===== src/dimr_pkg.sv =====
package dimr_pkg;

    // command encoding presented by the controller on the command pins
    typedef enum logic [2:0] {
        DIMR_CMD_NOP,
        DIMR_CMD_MODE_LOAD,
        DIMR_CMD_AUTO_REFRESH,
        DIMR_CMD_READ,
        DIMR_CMD_WRITE
    } dimr_cmd_e;

    // mode word layout
    localparam int MODE_WIDTH     = 18;
    localparam int ADDR_WIDTH     = 21;
    localparam int BANK_WIDTH     = 3;
    localparam int NUM_BANKS      = 8;
    localparam int CFG_LSB        = 0;
    localparam int CFG_MSB        = 2;
    localparam int BURST_LSB      = 3;
    localparam int BURST_MSB      = 4;
    localparam int ADDR_MUX_BIT   = 5;
    localparam int DLL_BIT        = 7;
    localparam int IMPEDANCE_BIT  = 8;
    localparam int TERM_BIT       = 9;

    // reset value: config 0, burst 2, non-multiplexed, dll reset, internal z, odt off
    localparam logic [17:0] MODE_RESET = 18'h0_0000;

    // burst length codes
    localparam logic [1:0] BURST_CODE_2   = 2'h0;
    localparam logic [1:0] BURST_CODE_4   = 2'h1;
    localparam logic [1:0] BURST_CODE_8   = 2'h2;
    localparam logic [1:0] BURST_CODE_RSV = 2'h3;

    // latencies, cycles
    localparam int LAT_WIDTH = 4;

    // initialization counts
    localparam int STABLE_TIME_US  = 200;
    localparam int CLK_MHZ         = 10;
    localparam int STABLE_CYCLES   = STABLE_TIME_US * CLK_MHZ;
    localparam int MIN_DUMMY_LOADS = 2;
    localparam int INIT_NOP_COUNT  = 1024;
    localparam int MODE_RECOVERY   = 6;
    localparam int DLL_LOCK_CYCLES = 1024;

    // decoded operating mode
    typedef struct packed {
        logic [3:0] rowCycle;
        logic [3:0] readLatency;
        logic [3:0] writeLatency;
        logic [3:0] burstLength;
        logic       addrMux;
        logic       dllEnable;
        logic       impedanceExt;
        logic       termEnable;
        logic       cfgError;
    } dimr_mode_s;

endpackage


===== src/dimr_mode_store.sv =====
`timescale 1ns/1ns
// holds the operating mode word, read data registered
module dimr_mode_store #(
    parameter int WIDTH = 18
) (
    // clock and reset
    input  wire logic             clk_sys,
    input  wire logic             rst_b,
    // write side
    input  wire logic             wrEn,
    input  wire logic [WIDTH-1:0] wrData,
    // read side
    output logic      [WIDTH-1:0] rdData
);
    import dimr_pkg::*;

    // store the word; read data is the register itself
    always_ff @(posedge clk_sys or negedge rst_b) begin
        if (!rst_b) begin
            rdData <= MODE_RESET;
        end else if (wrEn) begin
            rdData <= wrData;
        end
    end

endmodule // dimr_mode_store


===== src/dram_init_mode_register.sv =====
`timescale 1ns/1ns
// What this block does
// - mode load with mux bit high enters multiplexed address mode.
// - multiplexed mode can also be entered later in operation.
// - mode word captured from the low eighteen address lines.
// - bits: termination 9, impedance 8, dll 7, mux 5; 6 unused.
// - config field bits 2..0 selects row cycle, read, write latency.
// - mux bit of the mode word picks the address mode.
// - burst field bits 4..3 selects 2, 4 or 8; 11 reserved.
module dram_init_mode_register #(
    parameter int STABLE_WAIT = dimr_pkg::STABLE_CYCLES
) (
    // clock and reset
    input  wire logic                                clk_sys,
    input  wire logic                                rst_b,
    // command and address pins
    input  wire dimr_pkg::dimr_cmd_e                 cmdPin,
    input  wire logic [dimr_pkg::ADDR_WIDTH-1:0]     addrPin,
    input  wire logic [dimr_pkg::BANK_WIDTH-1:0]     bankPin,
    // decoded mode and status
    output dimr_pkg::dimr_mode_s                     modeOut,
    output logic [dimr_pkg::MODE_WIDTH-1:0]          modeWord,
    output logic                                     initDone,
    output logic                                     dllLocked,
    output logic                                     seqError
);
    import dimr_pkg::*;

    typedef enum logic [2:0] {
        ST_STABLE, ST_LOADS, ST_RECOVER, ST_REFRESH, ST_READY
    } dimr_state_e;

    dimr_state_e                  state;
    dimr_state_e                  next_state;
    dimr_cmd_e                    cmdQ1;
    dimr_cmd_e                    cmdQ2;
    logic [ADDR_WIDTH-1:0]        addrQ1;
    logic [ADDR_WIDTH-1:0]        addrQ2;
    logic [BANK_WIDTH-1:0]        bankQ1;
    logic [BANK_WIDTH-1:0]        bankQ2;
    logic [15:0]                  stableCnt;
    logic [2:0]                   loadCnt;
    logic [3:0]                   recoverCnt;
    logic [10:0]                  nopCnt;
    logic [10:0]                  dllCnt;
    logic [NUM_BANKS-1:0]         bankRefreshed;
    logic                         loadCmd;
    logic                         muxPending;
    logic [MODE_WIDTH-1:0]        muxFirst;

    // decode config code into row cycle, read and write latency
    function automatic logic [11:0] cfgLatency(input logic [2:0] code);
        case (code)
            3'h0, 3'h1: cfgLatency = {4'h4, 4'h4, 4'h5};
            3'h2:       cfgLatency = {4'h6, 4'h6, 4'h7};
            3'h3:       cfgLatency = {4'h8, 4'h8, 4'h9};
            3'h4:       cfgLatency = {4'h3, 4'h3, 4'h4};
            3'h5:       cfgLatency = {4'h5, 4'h5, 4'h6};
            default:    cfgLatency = 12'h000;
        endcase
    endfunction

    // pins come from another domain: two-stage synchroniser
    always_ff @(posedge clk_sys or negedge rst_b) begin
        if (!rst_b) begin
            cmdQ1  <= DIMR_CMD_NOP;
            cmdQ2  <= DIMR_CMD_NOP;
            addrQ1 <= '0;
            addrQ2 <= '0;
            bankQ1 <= '0;
            bankQ2 <= '0;
        end else begin
            cmdQ1  <= cmdPin;
            cmdQ2  <= cmdQ1;
            addrQ1 <= addrPin;
            addrQ2 <= addrQ1;
            bankQ1 <= bankPin;
            bankQ2 <= bankQ1;
        end
    end

    assign loadCmd = (cmdQ2 == DIMR_CMD_MODE_LOAD);

    // mode word: in multiplexed mode the load takes two cycles
    logic                  storeEn;
    logic [MODE_WIDTH-1:0] storeData;
    always_comb begin
        storeEn   = 1'b0;
        storeData = addrQ2[MODE_WIDTH-1:0];
        if (state == ST_STABLE) begin
            storeEn = 1'b0;
        end else if (modeWord[ADDR_MUX_BIT] && muxPending) begin
            // second half: ay3/ay4 feed cfg bits 1..2, ay9 feeds the dll bit 7
            storeEn   = 1'b1;
            storeData = muxFirst;
            storeData[2:1]   = addrQ2[4:3];
            storeData[DLL_BIT] = addrQ2[9];
        end else if (loadCmd && !modeWord[ADDR_MUX_BIT]) begin
            storeEn = 1'b1;
        end
    end

    // track first half of a multiplexed load
    always_ff @(posedge clk_sys or negedge rst_b) begin
        if (!rst_b) begin
            muxPending <= 1'b0;
            muxFirst   <= '0;
        end else if (muxPending) begin
            muxPending <= 1'b0;
        end else if (loadCmd && modeWord[ADDR_MUX_BIT] && state != ST_STABLE) begin
            muxPending <= 1'b1;
            muxFirst   <= addrQ2[MODE_WIDTH-1:0];
        end
    end

    dimr_mode_store #(
        .WIDTH (MODE_WIDTH)
    ) u_store (
        .clk_sys (clk_sys),
        .rst_b   (rst_b),
        .wrEn    (storeEn),
        .wrData  (storeData),
        .rdData  (modeWord)
    );

    // decoded mode fields
    always_comb begin
        logic [11:0] lat;
        lat = cfgLatency(modeWord[CFG_MSB:CFG_LSB]);
        modeOut.rowCycle     = lat[11:8];
        modeOut.readLatency  = lat[7:4] + {3'h0, modeWord[ADDR_MUX_BIT]};
        modeOut.writeLatency = lat[3:0] + {3'h0, modeWord[ADDR_MUX_BIT]};
        case (modeWord[BURST_MSB:BURST_LSB])
            BURST_CODE_2: modeOut.burstLength = 4'h2;
            BURST_CODE_4: modeOut.burstLength = 4'h4;
            BURST_CODE_8: modeOut.burstLength = 4'h8;
            default:      modeOut.burstLength = 4'h0;
        endcase
        modeOut.addrMux      = modeWord[ADDR_MUX_BIT];
        modeOut.dllEnable    = modeWord[DLL_BIT];
        modeOut.impedanceExt = modeWord[IMPEDANCE_BIT];
        modeOut.termEnable   = modeWord[TERM_BIT];
        // reserved codes, and burst 8 in the shortest configurations
        modeOut.cfgError = (lat == 12'h000)
            || (modeWord[BURST_MSB:BURST_LSB] == BURST_CODE_RSV)
            || ((modeWord[BURST_MSB:BURST_LSB] == BURST_CODE_8)
                && (modeWord[CFG_MSB:CFG_LSB] inside {3'h0, 3'h1, 3'h4}));
    end

    // initialization sequencer
    always_comb begin
        next_state = state;
        case (state)
            ST_STABLE:  if (stableCnt >= 16'(STABLE_WAIT) && loadCmd) next_state = ST_LOADS;
            ST_LOADS:   if (!loadCmd) begin
                            next_state = (loadCnt > 3'(MIN_DUMMY_LOADS)) ? ST_RECOVER
                                                                       : ST_STABLE;
                        end
            ST_RECOVER: if (recoverCnt >= 4'(MODE_RECOVERY - 1)) next_state = ST_REFRESH;
            ST_REFRESH: if (&bankRefreshed && nopCnt >= 11'(INIT_NOP_COUNT)) begin
                            next_state = ST_READY;
                        end
            ST_READY:   next_state = ST_READY;
            default:    next_state = ST_STABLE;
        endcase
    end

    always_ff @(posedge clk_sys or negedge rst_b) begin
        if (!rst_b) begin
            state <= ST_STABLE;
        end else begin
            state <= next_state;
        end
    end

    // stable no-op time; any non-nop before the count reaches STABLE_WAIT restarts the wait
    always_ff @(posedge clk_sys or negedge rst_b) begin
        if (!rst_b) begin
            stableCnt <= '0;
        end else if (state != ST_STABLE) begin
            stableCnt <= '0;
        end else if (cmdQ2 != DIMR_CMD_NOP && stableCnt < 16'(STABLE_WAIT)) begin
            stableCnt <= '0;
        end else if (stableCnt < 16'(STABLE_WAIT)) begin
            stableCnt <= stableCnt + 16'h0001;
        end
    end

    // consecutive mode loads; recovery not checked between them
    always_ff @(posedge clk_sys or negedge rst_b) begin
        if (!rst_b) begin
            loadCnt <= '0;
        end else if (next_state == ST_LOADS && loadCnt != 3'h7) begin
            loadCnt <= loadCnt + 3'h1;
        end else if (next_state != ST_LOADS) begin
            loadCnt <= '0;
        end
    end

    // recovery after the valid load; the count is the distance from that load,
    // so a command on the sixth cycle after it is already taken as legal
    always_ff @(posedge clk_sys or negedge rst_b) begin
        if (!rst_b) begin
            recoverCnt <= '0;
        end else if (state == ST_RECOVER) begin
            recoverCnt <= recoverCnt + 4'h1;
        end else begin
            recoverCnt <= 4'h2;
        end
    end

    // refresh per bank and no-op count, in any order
    always_ff @(posedge clk_sys or negedge rst_b) begin
        if (!rst_b) begin
            bankRefreshed <= '0;
            nopCnt        <= '0;
        end else if (state == ST_REFRESH) begin
            if (cmdQ2 == DIMR_CMD_AUTO_REFRESH) begin
                bankRefreshed[bankQ2] <= 1'b1;
            end
            if (cmdQ2 == DIMR_CMD_NOP && nopCnt < 11'(INIT_NOP_COUNT)) begin
                nopCnt <= nopCnt + 11'h001;
            end
        end
    end

    // dll lock counter cleared while the dll is held in reset
    always_ff @(posedge clk_sys or negedge rst_b) begin
        if (!rst_b) begin
            dllCnt <= '0;
        end else if (!modeWord[DLL_BIT] || (storeEn && !storeData[DLL_BIT])) begin
            dllCnt <= '0;
        end else if (dllCnt < 11'(DLL_LOCK_CYCLES)) begin
            dllCnt <= dllCnt + 11'h001;
        end
    end

    // protocol error: read before lock, or command during a recovery
    always_ff @(posedge clk_sys or negedge rst_b) begin
        if (!rst_b) begin
            seqError <= 1'b0;
        end else if (state == ST_READY && cmdQ2 == DIMR_CMD_READ && !dllLocked) begin
            seqError <= 1'b1;
        end else if (state == ST_RECOVER && cmdQ2 != DIMR_CMD_NOP) begin
            seqError <= 1'b1;
        end
    end

    assign initDone  = (state == ST_READY);
    assign dllLocked = (dllCnt >= 11'(DLL_LOCK_CYCLES));

    chk_ready_needs_banks: assert property (@(posedge clk_sys) disable iff (!rst_b)
        $rose(initDone) |-> $past(&bankRefreshed))
        else $error("ready before every bank refreshed");
    chk_ready_needs_nops: assert property (@(posedge clk_sys) disable iff (!rst_b)
        $rose(initDone) |-> $past(nopCnt) == 11'(INIT_NOP_COUNT))
        else $error("ready before 1024 no-ops");
    chk_loads_after_wait: assert property (@(posedge clk_sys) disable iff (!rst_b)
        (state == ST_STABLE && next_state == ST_LOADS) |-> stableCnt >= 16'(STABLE_WAIT))
        else $error("mode loads accepted before stable wait");
    chk_recover_length: assert property (@(posedge clk_sys) disable iff (!rst_b)
        (state == ST_LOADS && next_state == ST_RECOVER)
        |=> (state == ST_RECOVER)[*4] ##1 (state == ST_REFRESH))
        else $error("recovery window of wrong length");
    chk_mux_second_half: assert property (@(posedge clk_sys) disable iff (!rst_b)
        (modeWord[5] && muxPending) |=> (modeWord[2:1] == $past(addrQ2[4:3]))
        && (modeWord[7] == $past(addrQ2[9])))
        else $error("second half of multiplexed load not captured");
    chk_cfg_reserved: assert property (@(posedge clk_sys) disable iff (!rst_b)
        (modeWord[2:0] == 3'h6) |-> modeOut.cfgError)
        else $error("reserved config not flagged");
    chk_latency_gap: assert property (@(posedge clk_sys) disable iff (!rst_b)
        !modeOut.cfgError |-> modeOut.writeLatency == modeOut.readLatency + 4'h1)
        else $error("write latency not read plus one");
    chk_load_capture: assert property (@(posedge clk_sys) disable iff (!rst_b)
        (storeEn && !modeWord[5]) |=> modeWord == $past(addrQ2[17:0]))
        else $error("mode word not captured");
    chk_dll_lock: assert property (@(posedge clk_sys) disable iff (!rst_b)
        $rose(dllLocked) |-> modeWord[7])
        else $error("lock without dll enabled");

endmodule // dram_init_mode_register


===== config.mk =====
export PLATFORM = sky130hd
export DESIGN_NAME = dram_init_mode_register
export DESIGN_NICKNAME = d
export VERILOG_FILES = /design/src/dimr_pkg.sv /design/src/dimr_mode_store.sv /design/src/dram_init_mode_register.sv
export SDC_FILE = /design/constraint.sdc
export NUM_CORES = 1
export LEC_CHECK = 0
export BUFFER_PORTS_ARGS = -buffer_cell sky130_fd_sc_hd__buf_2
export CAP_MARGIN = 20
export CORE_MARGIN = 1.5
export CORE_UTILIZATION = 52
export CTS_BUF_LIST = sky130_fd_sc_hd__clkbuf_8 sky130_fd_sc_hd__clkbuf_16
export DETAILED_ROUTE_END_ITERATION = 8
export GPL_ROUTABILITY_DRIVEN = 0
export PLACE_DENSITY = 0.73
export SYNTH_ARGS = -nofsm -noshare
export SYNTH_HDL_FRONTEND = slang
export SYNTH_SLANG_ARGS = --single-unit

===== constraint.sdc =====
create_clock -name clk_sys -period 4.4 [get_ports clk_sys]
set_input_delay 0.44 -clock clk_sys [delete_from_list [all_inputs] [get_ports clk_sys]]
set_output_delay 0.44 -clock clk_sys [all_outputs]
set_load 0.01 [all_outputs]

==> results_dict.tcl, run 1 <==
set metrics [dict create \
    seq_area_frac_synth_pct 62.21 \
    cellLeakagePower_uw 0.003445 \
    yosysWarnings 0 \
    port_buffers 66 \
    synth-simple-area-share_pct 13.13 \
    htree_levels 4 \
    grt_pass1_vias 3808 \
    cts.clk_slew.worst_paths_ns 0.06 \
    die_h_um 106.7 \
    post-route-min-period_ns 2.460 \
    hold_viol_final 0 \
    cts_setup_buffers 0 \
    syn_avg_cell_area_um2 12.00 \
    cp_num_buf_inv 0 \
    antenna_cells 0 \
    rows 37 \
    cts_root_buf "clkbuf_8" \
    yosysTopAreaCell "dfrtp_1" \
    crit_fanout 16 \
    final_cell_mix "139 x dfrtp_1, 65 x buf_2, 49 x nor2_1" \
    cts_sinks 139 \
    die_w_um 106.7 \
    hpwl_um 6543 \
    ant_nets 0 \
    slew_violations 0 \
    end_kind "register" \
    async_flop_share_pct 100.0 \
    crit_family "simple AND/OR/NAND/NOR gates" \
    grt_usage_pct 20.00 \
    netlist_area_um2 5592 \
    dr.first_iter.drc_count 216 \
    wl_per_cell_um 14.85 \
    post_cts_resized 0 \
    yosys.area_share.adder_pct 3.356 \
    vias_per_cell 5.348 \
    rsz0062_at_grt "no" \
    synth_area_leaders "dfrtp_1 62%, ha_1 3.4%, nor2_1 3.3%" \
    skew_ns 0.005540 \
    ys_types 54 \
    syn_inst 466 \
    power_uw 2795 \
    cap_violations 0 \
    critPathKind "register to register" \
    grt-ovfl-total 0 \
    synth_compound_area_share_pct 7.787 \
    syn_to_final_growth_pct 20.56 \
    cts_buffer_depth 2 \
    synthXorXnorAreaFrac_pct 3.916 \
    io_pins 71 \
    crit_chain "or3_1 -> nand4b_1 -> mux2_2" \
    slew_headroom_pct 34.40 \
    min_path_type "primary input to register" \
    coreArea_um2 10370 \
    grt_first_pass_wirelength_um 17520 \
    cts_tree "yes" \
    setup_violations 0 \
    yosys.area.top_type_share_pct 62.21 \
    setup_tns_ns 0 \
    route.detailed.drc 0 \
    synth_mux_area_share_pct 6.444 \
    die_area_um2 11380 \
    wl_um 10330 \
    vias 3722 \
    worst_ep_arrival_time_ns 2.86 \
    max_freq_mhz 406.5 \
    cts_buffers 17 \
    p_per_area_nw_per_um2 414.5 \
    start_util_pct 53.92 \
    worst_pin_slew_ns 0.9787 \
    syn-num-nets 510 \
    cp_slowest_cell "nand4b_1" \
    worstSetupStartpointType "register" \
    insertion_delay_ns 0.52 \
    max-vdd-ir-drop_mv 0.4682 \
    synth_top_family_by_area "simple AND/OR/NAND/NOR gates" \
    slowest_delay_ns 0.85 \
    cts_hold_buf 9 \
    antenna_found_initial 0 \
    synth_edf_count 0 \
    status "finished clean" \
    synth_ff_type "dfrtp_1" \
    yosys_register_bits 139 \
    first_pass_iters 5 \
    layout.nets 592 \
    layout-drive-gt1-share_pct 22.86 \
    cp.required_ns 4.80 \
    fin_crit_sh_pct 55.92 \
    grt_max_degree 104 \
    layout_commonest_cell "dfrtp_1" \
]
-- where the power goes --
part           switching, uW  total (uW)  internal (uW)
Clock                    520        1420            903
Sequential              12.2        1310           1300
Combinational           36.3        57.5           21.2
Total                    568        2790           2230
-- routing by layer --
| metal | GRT usage, % | routed length [um] | up-vias |
|---|---|---|---|
| met5 | 0 | 0 | - |
| met4 | 9.238 | 121 | 0 |
| met3 | 5.836 | 380 | 12 |
| met2 | 32.78 | 5371 | 73 |
| met1 | 24.48 | 4460 | 1859 |
| li1 | - | - | 1778 |
-- per-stage QoR --
stage,instance area [um^2],worst slack (ns),hold slack [ns],utilization (%),std cells
floorplan,5592,2.497,0.1444,-,466
global placement,6023,2.018,0.3321,58.08,653
detailed placement,6023,1.955,0.3347,58.08,653
CTS,6711,1.937,0.0004004,64.72,693
global route,6741,1.783,0.001113,65.01,696
finish,6741,1.940,0.02342,65.01,696
-- final timing paths --
kind / from / to / slack, ns / depth (start not counted)
setup / recovery: state[1] / muxFirst[0] / 1.94 / 3
max in group asynchronous: rst_b / addrQ2[17] / 3.36 / 2
hold reg to reg: addrQ1[3] / addrQ2[3] / 0.35 / 0
setup reg to reg: state[1] / muxFirst[0] / 1.94 / 3
min in group asynchronous: rst_b / dllCnt[0] / 0.03 / 1
hold / removal: cmdPin[2] / cmdQ1[2] / 0.02 / 1
-- final cells by class --
cell class | count | area, um^2
fillers | 770 | 3628
flip-flops and latches | 139 | 3478
multi-input cells | 288 | 1941
repair buffers | 80 | 471.7
clock buffers | 20 | 455.4
well taps | 136 | 170.2
clock inverters | 11 | 142.6
inverters | 22 | 82.58
-- flip-flops by register name, indices dropped and copies added, names as in the netlist --
| name | cells |
|---|---|
| u_store.rdData | 18 |
| nopCnt | 11 |
| addrQ2 | 18 |
| cmdQ2 | 3 |
| bankRefreshed | 8 |
| loadCnt | 3 |
| bankQ2 | 3 |
| dllCnt | 11 |
| bankQ1 | 3 |
| muxFirst | 15 |
| state | 3 |
| cmdQ1 | 3 |
| seqError | 1 |
| recoverCnt | 4 |
| muxPending | 1 |
| addrQ1 | 18 |
| stableCnt | 16 |
-- cells in the mapped netlist (7+ instances only) --
| cell | number |
|---|---|
| a21oi_1 | 29 |
| and2_1 | 7 |
| dfrtp_1 | 139 |
| ha_1 | 15 |
| inv_1 | 22 |
| mux2_2 | 16 |
| mux2i_1 | 18 |
| nand2_1 | 25 |
| nand3_1 | 10 |
| nor2_1 | 49 |
| nor3_1 | 12 |
| o21ai_0 | 12 |
| xor2_1 | 19 |
-- cell families after synthesis --
family | Yosys count
XOR/XNOR | 25
AO/OA/AOI/OAI | 69
other | 1
buffers and inverters | 39
AND/OR/NAND/NOR | 144
adder cells (fa/ha/maj) | 15
multiplexers | 34
flip-flops | 139
-- worst register-to-register path: cells and delay by family, from the launching register on --
family / cells / cell delay (ns)
and+or+nand+nor: 2 / 1.31
DFF: 1 / 0.44
muxes: 1 / 0.59
Note: power is estimated with default switching activity, not from simulation.
==> run 2: changes to the inputs <==
==> constraint.sdc (replaced) <==
create_clock -name clk_sys -period 2.4 [get_ports clk_sys]
set_input_delay 0.24 -clock clk_sys [delete_from_list [all_inputs] [get_ports clk_sys]]
set_output_delay 0.24 -clock clk_sys [all_outputs]
set_load 0.01 [all_outputs]
==> run 2 against run 1 <==
Effect of this change: register-to-register slack worse by 1.6 ns; combinational power is 120% higher; critical path type is now register to output port; flip-flop and latch count stayed put; largest cell class unchanged; clock power is 75% higher; die area stayed put; sequential share of layout area is 1.2 points lower.
==> results_dict.tcl, run 2 (synthesis gave the netlist of run 1 again) <==
set metrics [dict create \
    skew_ns 0.008807 \
    max_freq_mhz 459.3 \
    clkPwrFrac_pct 49.4 \
    vias_per_cell 5.289 \
    cp_slowest_cell "dfrtp_1" \
    power_frac_comb_pct 2.5 \
    die_area_um2 11380 \
    cts_buffer_depth 2 \
    netSwitchingPower_uw 1158 \
    port_buffers 66 \
    grt_pass1_vias 3944 \
    swShare_pct 23.07 \
    rsz0062_at_grt "no" \
    worstSetupStartpointType "register" \
    syn_to_final_growth_pct 23.38 \
    vias 3787 \
    grt_max_degree 76 \
    route.detailed.drc 0 \
    max-vdd-ir-drop_mv 0.7193 \
    coreArea_um2 10370 \
    dr.first_iter.drc_count 185 \
    fin_crit_sh_pct 90.73 \
    end_kind "output port" \
    min_path_type "primary input to async pin" \
    worst_ep_arrival_time_ns 1.94 \
    slew_headroom_pct 51.94 \
    post_cts_resized 0 \
    cts_tree "yes" \
    post-route-min-period_ns 2.177 \
    die_w_um 106.7 \
    top_regs "addrQ1 (18), addrQ2 (18), u_store.rdData (18)" \
    rows 37 \
    first_pass_iters 4 \
    wl_um 10870 \
    cts_sinks 139 \
    cp.required_ns 2.16 \
    status "finished clean" \
    layout_commonest_cell "dfrtp_1" \
    hpwl_um 6982 \
    die_h_um 106.7 \
    cts_setup_buffers 0 \
    layout.nets 611 \
    final_cell_mix "139 x dfrtp_1, 65 x buf_2, 49 x nor2_1" \
    p_int_uw 3860 \
    start_util_pct 53.92 \
    worst_pin_slew_ns 0.7154 \
    fin_util_pct 66.53 \
    cellLeakagePower_uw 0.003515 \
    slowest_delay_ns 0.45 \
    setup_violations 0 \
    power_uw 5018 \
    power_frac_seq_pct 48.0 \
    slew_violations 0 \
    io_pins 71 \
    layout-drive-gt1-share_pct 23.45 \
    grt_usage_pct 20.71 \
    cts_buffers 17 \
    grt_first_pass_wirelength_um 18260 \
    grt-ovfl-total 0 \
    htree_levels 4 \
    crit_chain "inv_1 -> nand2_1 -> o21ai_0 -> ha_1 -> xor2_1 -> buf_2" \
    crit_fanout 7 \
    antenna_found_initial 0 \
    setup_tns_ns 0 \
    cap_violations 0 \
    cts.clk_slew.worst_paths_ns 0.07 \
    critPathKind "register to output port" \
    p_per_area_nw_per_um2 727.3 \
    wl_per_cell_um 15.18 \
    antenna_cells 0 \
    cts_root_buf "clkbuf_8" \
    ant_nets 0 \
    hold_viol_final 0 \
    insertion_delay_ns 0.52 \
]
==> run 2: power by group through the flow <==
stage | Sequential (uW) | Clock [uW] | Combinational (uW)
floorplan | 2440 | 0 | 21.3
global placement | 2450 | 0 | 96.3
detailed placement | 2450 | 0 | 99.1
CTS | 2410 | 2530 | 131
global route | 2410 | 2630 | 145
finish | 2410 | 2480 | 128
==> run 2: per-stage QoR <==
stage / hold slack [ns] / cells / cell area, um^2 / setup WS [ns]
after floorplan: -0.05559 / 466 / 5592 / 0.4965
after global placement: 0.2997 / 659 / 6081 / 0.3918
after detailed placement: 0.3033 / 659 / 6081 / 0.3783
after CTS: 0.3169 / 716 / 6899 / 0.1731
after global routing: 0.3402 / 716 / 6899 / 0.04817
final: 0.2838 / 716 / 6899 / 0.2226
==> run 2: path summary, 6_finish.rpt <==
path,start,to,slack (ns),cells after the start
setup / recovery,u_store.rdData[2],modeOut[11],0.22,6
hold / removal,rst_b,dllCnt[10],0.28,2
setup reg to reg,state[1],u_store.rdData[4],0.35,4
hold reg to reg,bankQ1[2],bankQ2[2],0.35,0
max in group asynchronous,rst_b,addrQ1[1],1.41,3
min in group clk_sys,bankQ1[2],bankQ2[2],0.35,0
==> run 2: repair_timing <==
action	CTS	global route
setup endpoints to repair	0	0
hold buffers	25	0
endpoints found under the hold margin	96	0
==> run 2: critical path: cells and delay by family (launching register included) <==
kind,cells,cell delay [ns]
flops,1,0.45
buf+inv,2,0.26
compound gates,1,0.26
fa+ha+maj,1,0.21
xor+xnor,1,0.13
simple gates,1,0.11
==> run 2: area by class of cell <==
| cell class | count | area (um^2) |
|---|---|---|
| clock inverters | 15 | 153.9 |
| repair buffers | 99 | 659.4 |
| clock buffers | 17 | 414.1 |
| well taps | 136 | 170.2 |
| fillers | 776 | 3471 |
| inverters | 22 | 82.58 |
| multi-input cells | 288 | 1941 |
| flip-flops and latches | 139 | 3478 |
==> run 2: metal layers <==
layer / track usage, % / part of all wire, % / up-vias
met5: 0 / 0 / -
met4: 7.905 / 0.57 / 0
met3: 4.863 / 3.2 / 6
met2: 35.30 / 52 / 70
met1: 25.71 / 44 / 1897
li1: - / - / 1814
==> run 3: changes to the inputs <==
--- a/config.mk
+++ b/config.mk
@@ -15,4 +15,5 @@
 export PLACE_DENSITY = 0.73
 export SYNTH_ARGS = -nofsm -noshare
 export SYNTH_HDL_FRONTEND = slang
+export SYNTH_HIERARCHICAL = 1
 export SYNTH_SLANG_ARGS = --single-unit
==> run 3 against run 2 <==
Effect of this change: synthesized area is 2.8% higher; first-iteration DRC count grew 93%; combinational power grew 9%; synthesized cell count increased by 2.4%; count of clock-buffer cells in the layout increased by 2; final cell count rose by 1.5%; worst setup slack worse by 0.029 ns; via count up 2.1%; total power down 1.0%; critical path type unchanged; highest routed layer unchanged.
==> results_dict.tcl, run 3 <==
set metrics [dict create \
    regArea_um2 3478 \
    slew_headroom_pct 56.04 \
    power_uw 4967 \
    cp_slowest_cell "dfrtp_1" \
    coreArea_um2 10790 \
    cts_setup_buffers 0 \
    hold_viol_final 0 \
    critPathKind "register to output port" \
    hpwl_um 7067 \
    dr.first_iter.drc_count 357 \
    final_cell_mix "139 x dfrtp_1, 65 x buf_2, 61 x nand2_1" \
    min_path_type "primary input to async pin" \
    slew_violations 0 \
    crit_fanout 8 \
    die_area_um2 11690 \
    fin_crit_sh_pct 91.92 \
    async_flop_share_pct 100.0 \
    vias_per_cell 5.316 \
    rsz0062_at_grt "no" \
    cts_tree "yes" \
    cts_buffer_depth 2 \
    netlist_area_um2 5747 \
    die_h_um 108.1 \
    synth_edf_count 0 \
    route.detailed.drc 0 \
    ant_nets 0 \
    power_frac_comb_pct 2.8 \
    skew_ns 0.005526 \
    cp_num_buf_inv 2 \
    whs_ns 0.2013 \
    worst_pin_slew_ns 0.6544 \
    place_inst 673 \
    grt-ovfl-total 0 \
    crit_family "flip-flops" \
    crit_end "modeOut[11]" \
    worst-path-stages 7 \
    grt_usage_pct 21.31 \
    fin_cells 727 \
    top_regs "addrQ1 (18), addrQ2 (18), u_store/rdData (18)" \
    cp.required_ns 2.16 \
    syn-num-nets 521 \
    p_per_area_nw_per_um2 708.4 \
    io_pins 71 \
    post-route-min-period_ns 2.206 \
    start_util_pct 53.25 \
    syn_inst 477 \
    wl_um 11200 \
    syn_to_final_growth_pct 22.01 \
    crit_chain "nand2b_1 -> inv_1 -> nand2_1 -> o21ai_0 -> ha_1 -> xor2_1 -> buf_2" \
    r2r_start "cmdQ2[2]" \
    layout.nets 621 \
    yosysTopAreaCell "dfrtp_1" \
    cap_violations 0 \
    fin_util_pct 64.97 \
    swShare_pct 20.44 \
    yosysMostFrequentCell "dfrtp_1" \
    ff2ff_path_depth 4 \
    rr_endpoint "u_store/rdData[15]" \
    post_cts_resized 0 \
    worst_ep_arrival_time_ns 1.97 \
    die_w_um 108.1 \
    cts_sinks 139 \
    synth_common_cells "139 x dfrtp_1, 61 x nand2_1, 43 x nor2_1" \
    cts_root_buf "clkbuf_8" \
    first_pass_iters 4 \
    rows 38 \
    crit_start "u_store/rdData[1]" \
    htree_levels 4 \
    power_frac_seq_pct 48.5 \
    slowest_delay_ns 0.47 \
    yosysWarnings 6 \
    wl_per_cell_um 15.41 \
    synth_area_leaders "dfrtp_1 61%, mux2_2 5.1%, nand2_1 4.0%" \
    status "finished clean" \
    grt_first_pass_wirelength_um 18970 \
    end_kind "output port" \
    setup_tns_ns 0 \
    setup_violations 0 \
    seq_area_frac_synth_pct 60.53 \
    layout-drive-gt1-share_pct 26.06 \
    clkPwrFrac_pct 48.6 \
    synth_ff_type "dfrtp_1" \
    p_int_uw 3952 \
    grt_max_degree 49 \
    ys_types 48 \
    n_fill_cell 787 \
    cts_buffers 17 \
    layout_commonest_cell "dfrtp_1" \
    insertion_delay_ns 0.52 \
    max_freq_mhz 453.3 \
    worstSetupStartpointType "register" \
    yosys_register_bits 139 \
    multi_input_area_um2 2068 \
    antenna_found_initial 0 \
    cts.clk_slew.worst_paths_ns 0.06 \
    syn_avg_cell_area_um2 12.05 \
    max-vdd-ir-drop_mv 0.6241 \
    cellLeakagePower_uw 0.003511 \
    port_buffers 66 \
    antenna_cells 0 \
    vias 3865 \
    grt_pass1_vias 4005 \
    netSwitchingPower_uw 1015 \
    yosys.area.top_type_share_pct 60.53 \
    ff2ff_setup_slack_ns 0.35 \
]
run 3: cell types whose count changed after synthesis, sizes merged, moves of 9 or more:
cell   delta
nand2    +35
mux2     +21
a21oi    -14
xor2      -9
mux2i    -15
run 3: how the worst min path moves through the flow:
stage	end	slack, ns
floorplan	addrQ1[0]	-0.06
global placement	addrQ2[1]	0.18
detailed placement	u_store/rdData[1]	0.19
CTS	dllCnt[10]	0.21
global route	addrQ2[2]	0.23
finish	addrQ2[4]	0.20
run 3: worst reg2reg max path, delay by kind of cell (launching register included):
kind	cells	cell delay, ns
buffers and inverters	1	0.21
AO/OA/AOI/OAI	1	0.24
multiplexers	1	0.36
AND/OR/NAND/NOR	1	0.70
flip-flops	1	0.44
run 3: timing repair:
item,in CTS,in global routing
hold endpoints to repair,64,0
endpoints found under the setup margin,0,0
hold buffers,25,0
run 3: power by group through the flow:
stage | registers (uW) | clock network, uW | logic [uW]
after floorplan | 2440 | 0 | 31.6
after global placement | 2450 | 0 | 106
after detailed placement | 2450 | 0 | 110
after CTS | 2410 | 2440 | 141
after global routing | 2410 | 2560 | 157
final | 2410 | 2420 | 140
run 3: cell type report:
| cell class | instances | area share [%] |
|---|---|---|
| multi-input combinational | 302 | 29.50 |
| inverter | 17 | 0.9101 |
| clock inverter | 10 | 1.499 |
| sequential | 139 | 49.61 |
| timing repair buffer | 100 | 9.690 |
| clock buffer | 19 | 6.299 |
| tap | 140 | 2.498 |
run 3: per-stage QoR:
| stage | area, um^2 | worst slack [ns] |
|---|---|---|
| after CTS | 7012 | 0.1910 |
| after detailed placement | 6215 | 0.3596 |
| after global routing | 7012 | 0.03369 |
| final | 7012 | 0.1939 |
| after floorplan | 5747 | 0.3540 |
| after global placement | 6215 | 0.3826 |
run 3: cells by family (layout without fill, tap and decap cells):
group,after synthesis,count (layout),share of synthesized area [%]
flip-flops,139,139,60.53
buffers and inverters,36,146,3.549
adder cells (fa/ha/maj),15,15,3.266
XOR/XNOR,23,23,3.505
AND/OR/NAND/NOR,169,169,14.41
other,1,1,0.06525
multiplexers,40,40,8.491
AO/OA/AOI/OAI,54,54,6.184
run 3: routing by layer:
layer,vias to the layer above,share of wire (%),track usage [%]
met2,95,51,35.40
met3,18,4.0,4.882
met1,1937,43,26.92
met5,-,0,0
met4,0,1.7,9.117
li1,1815,-,-
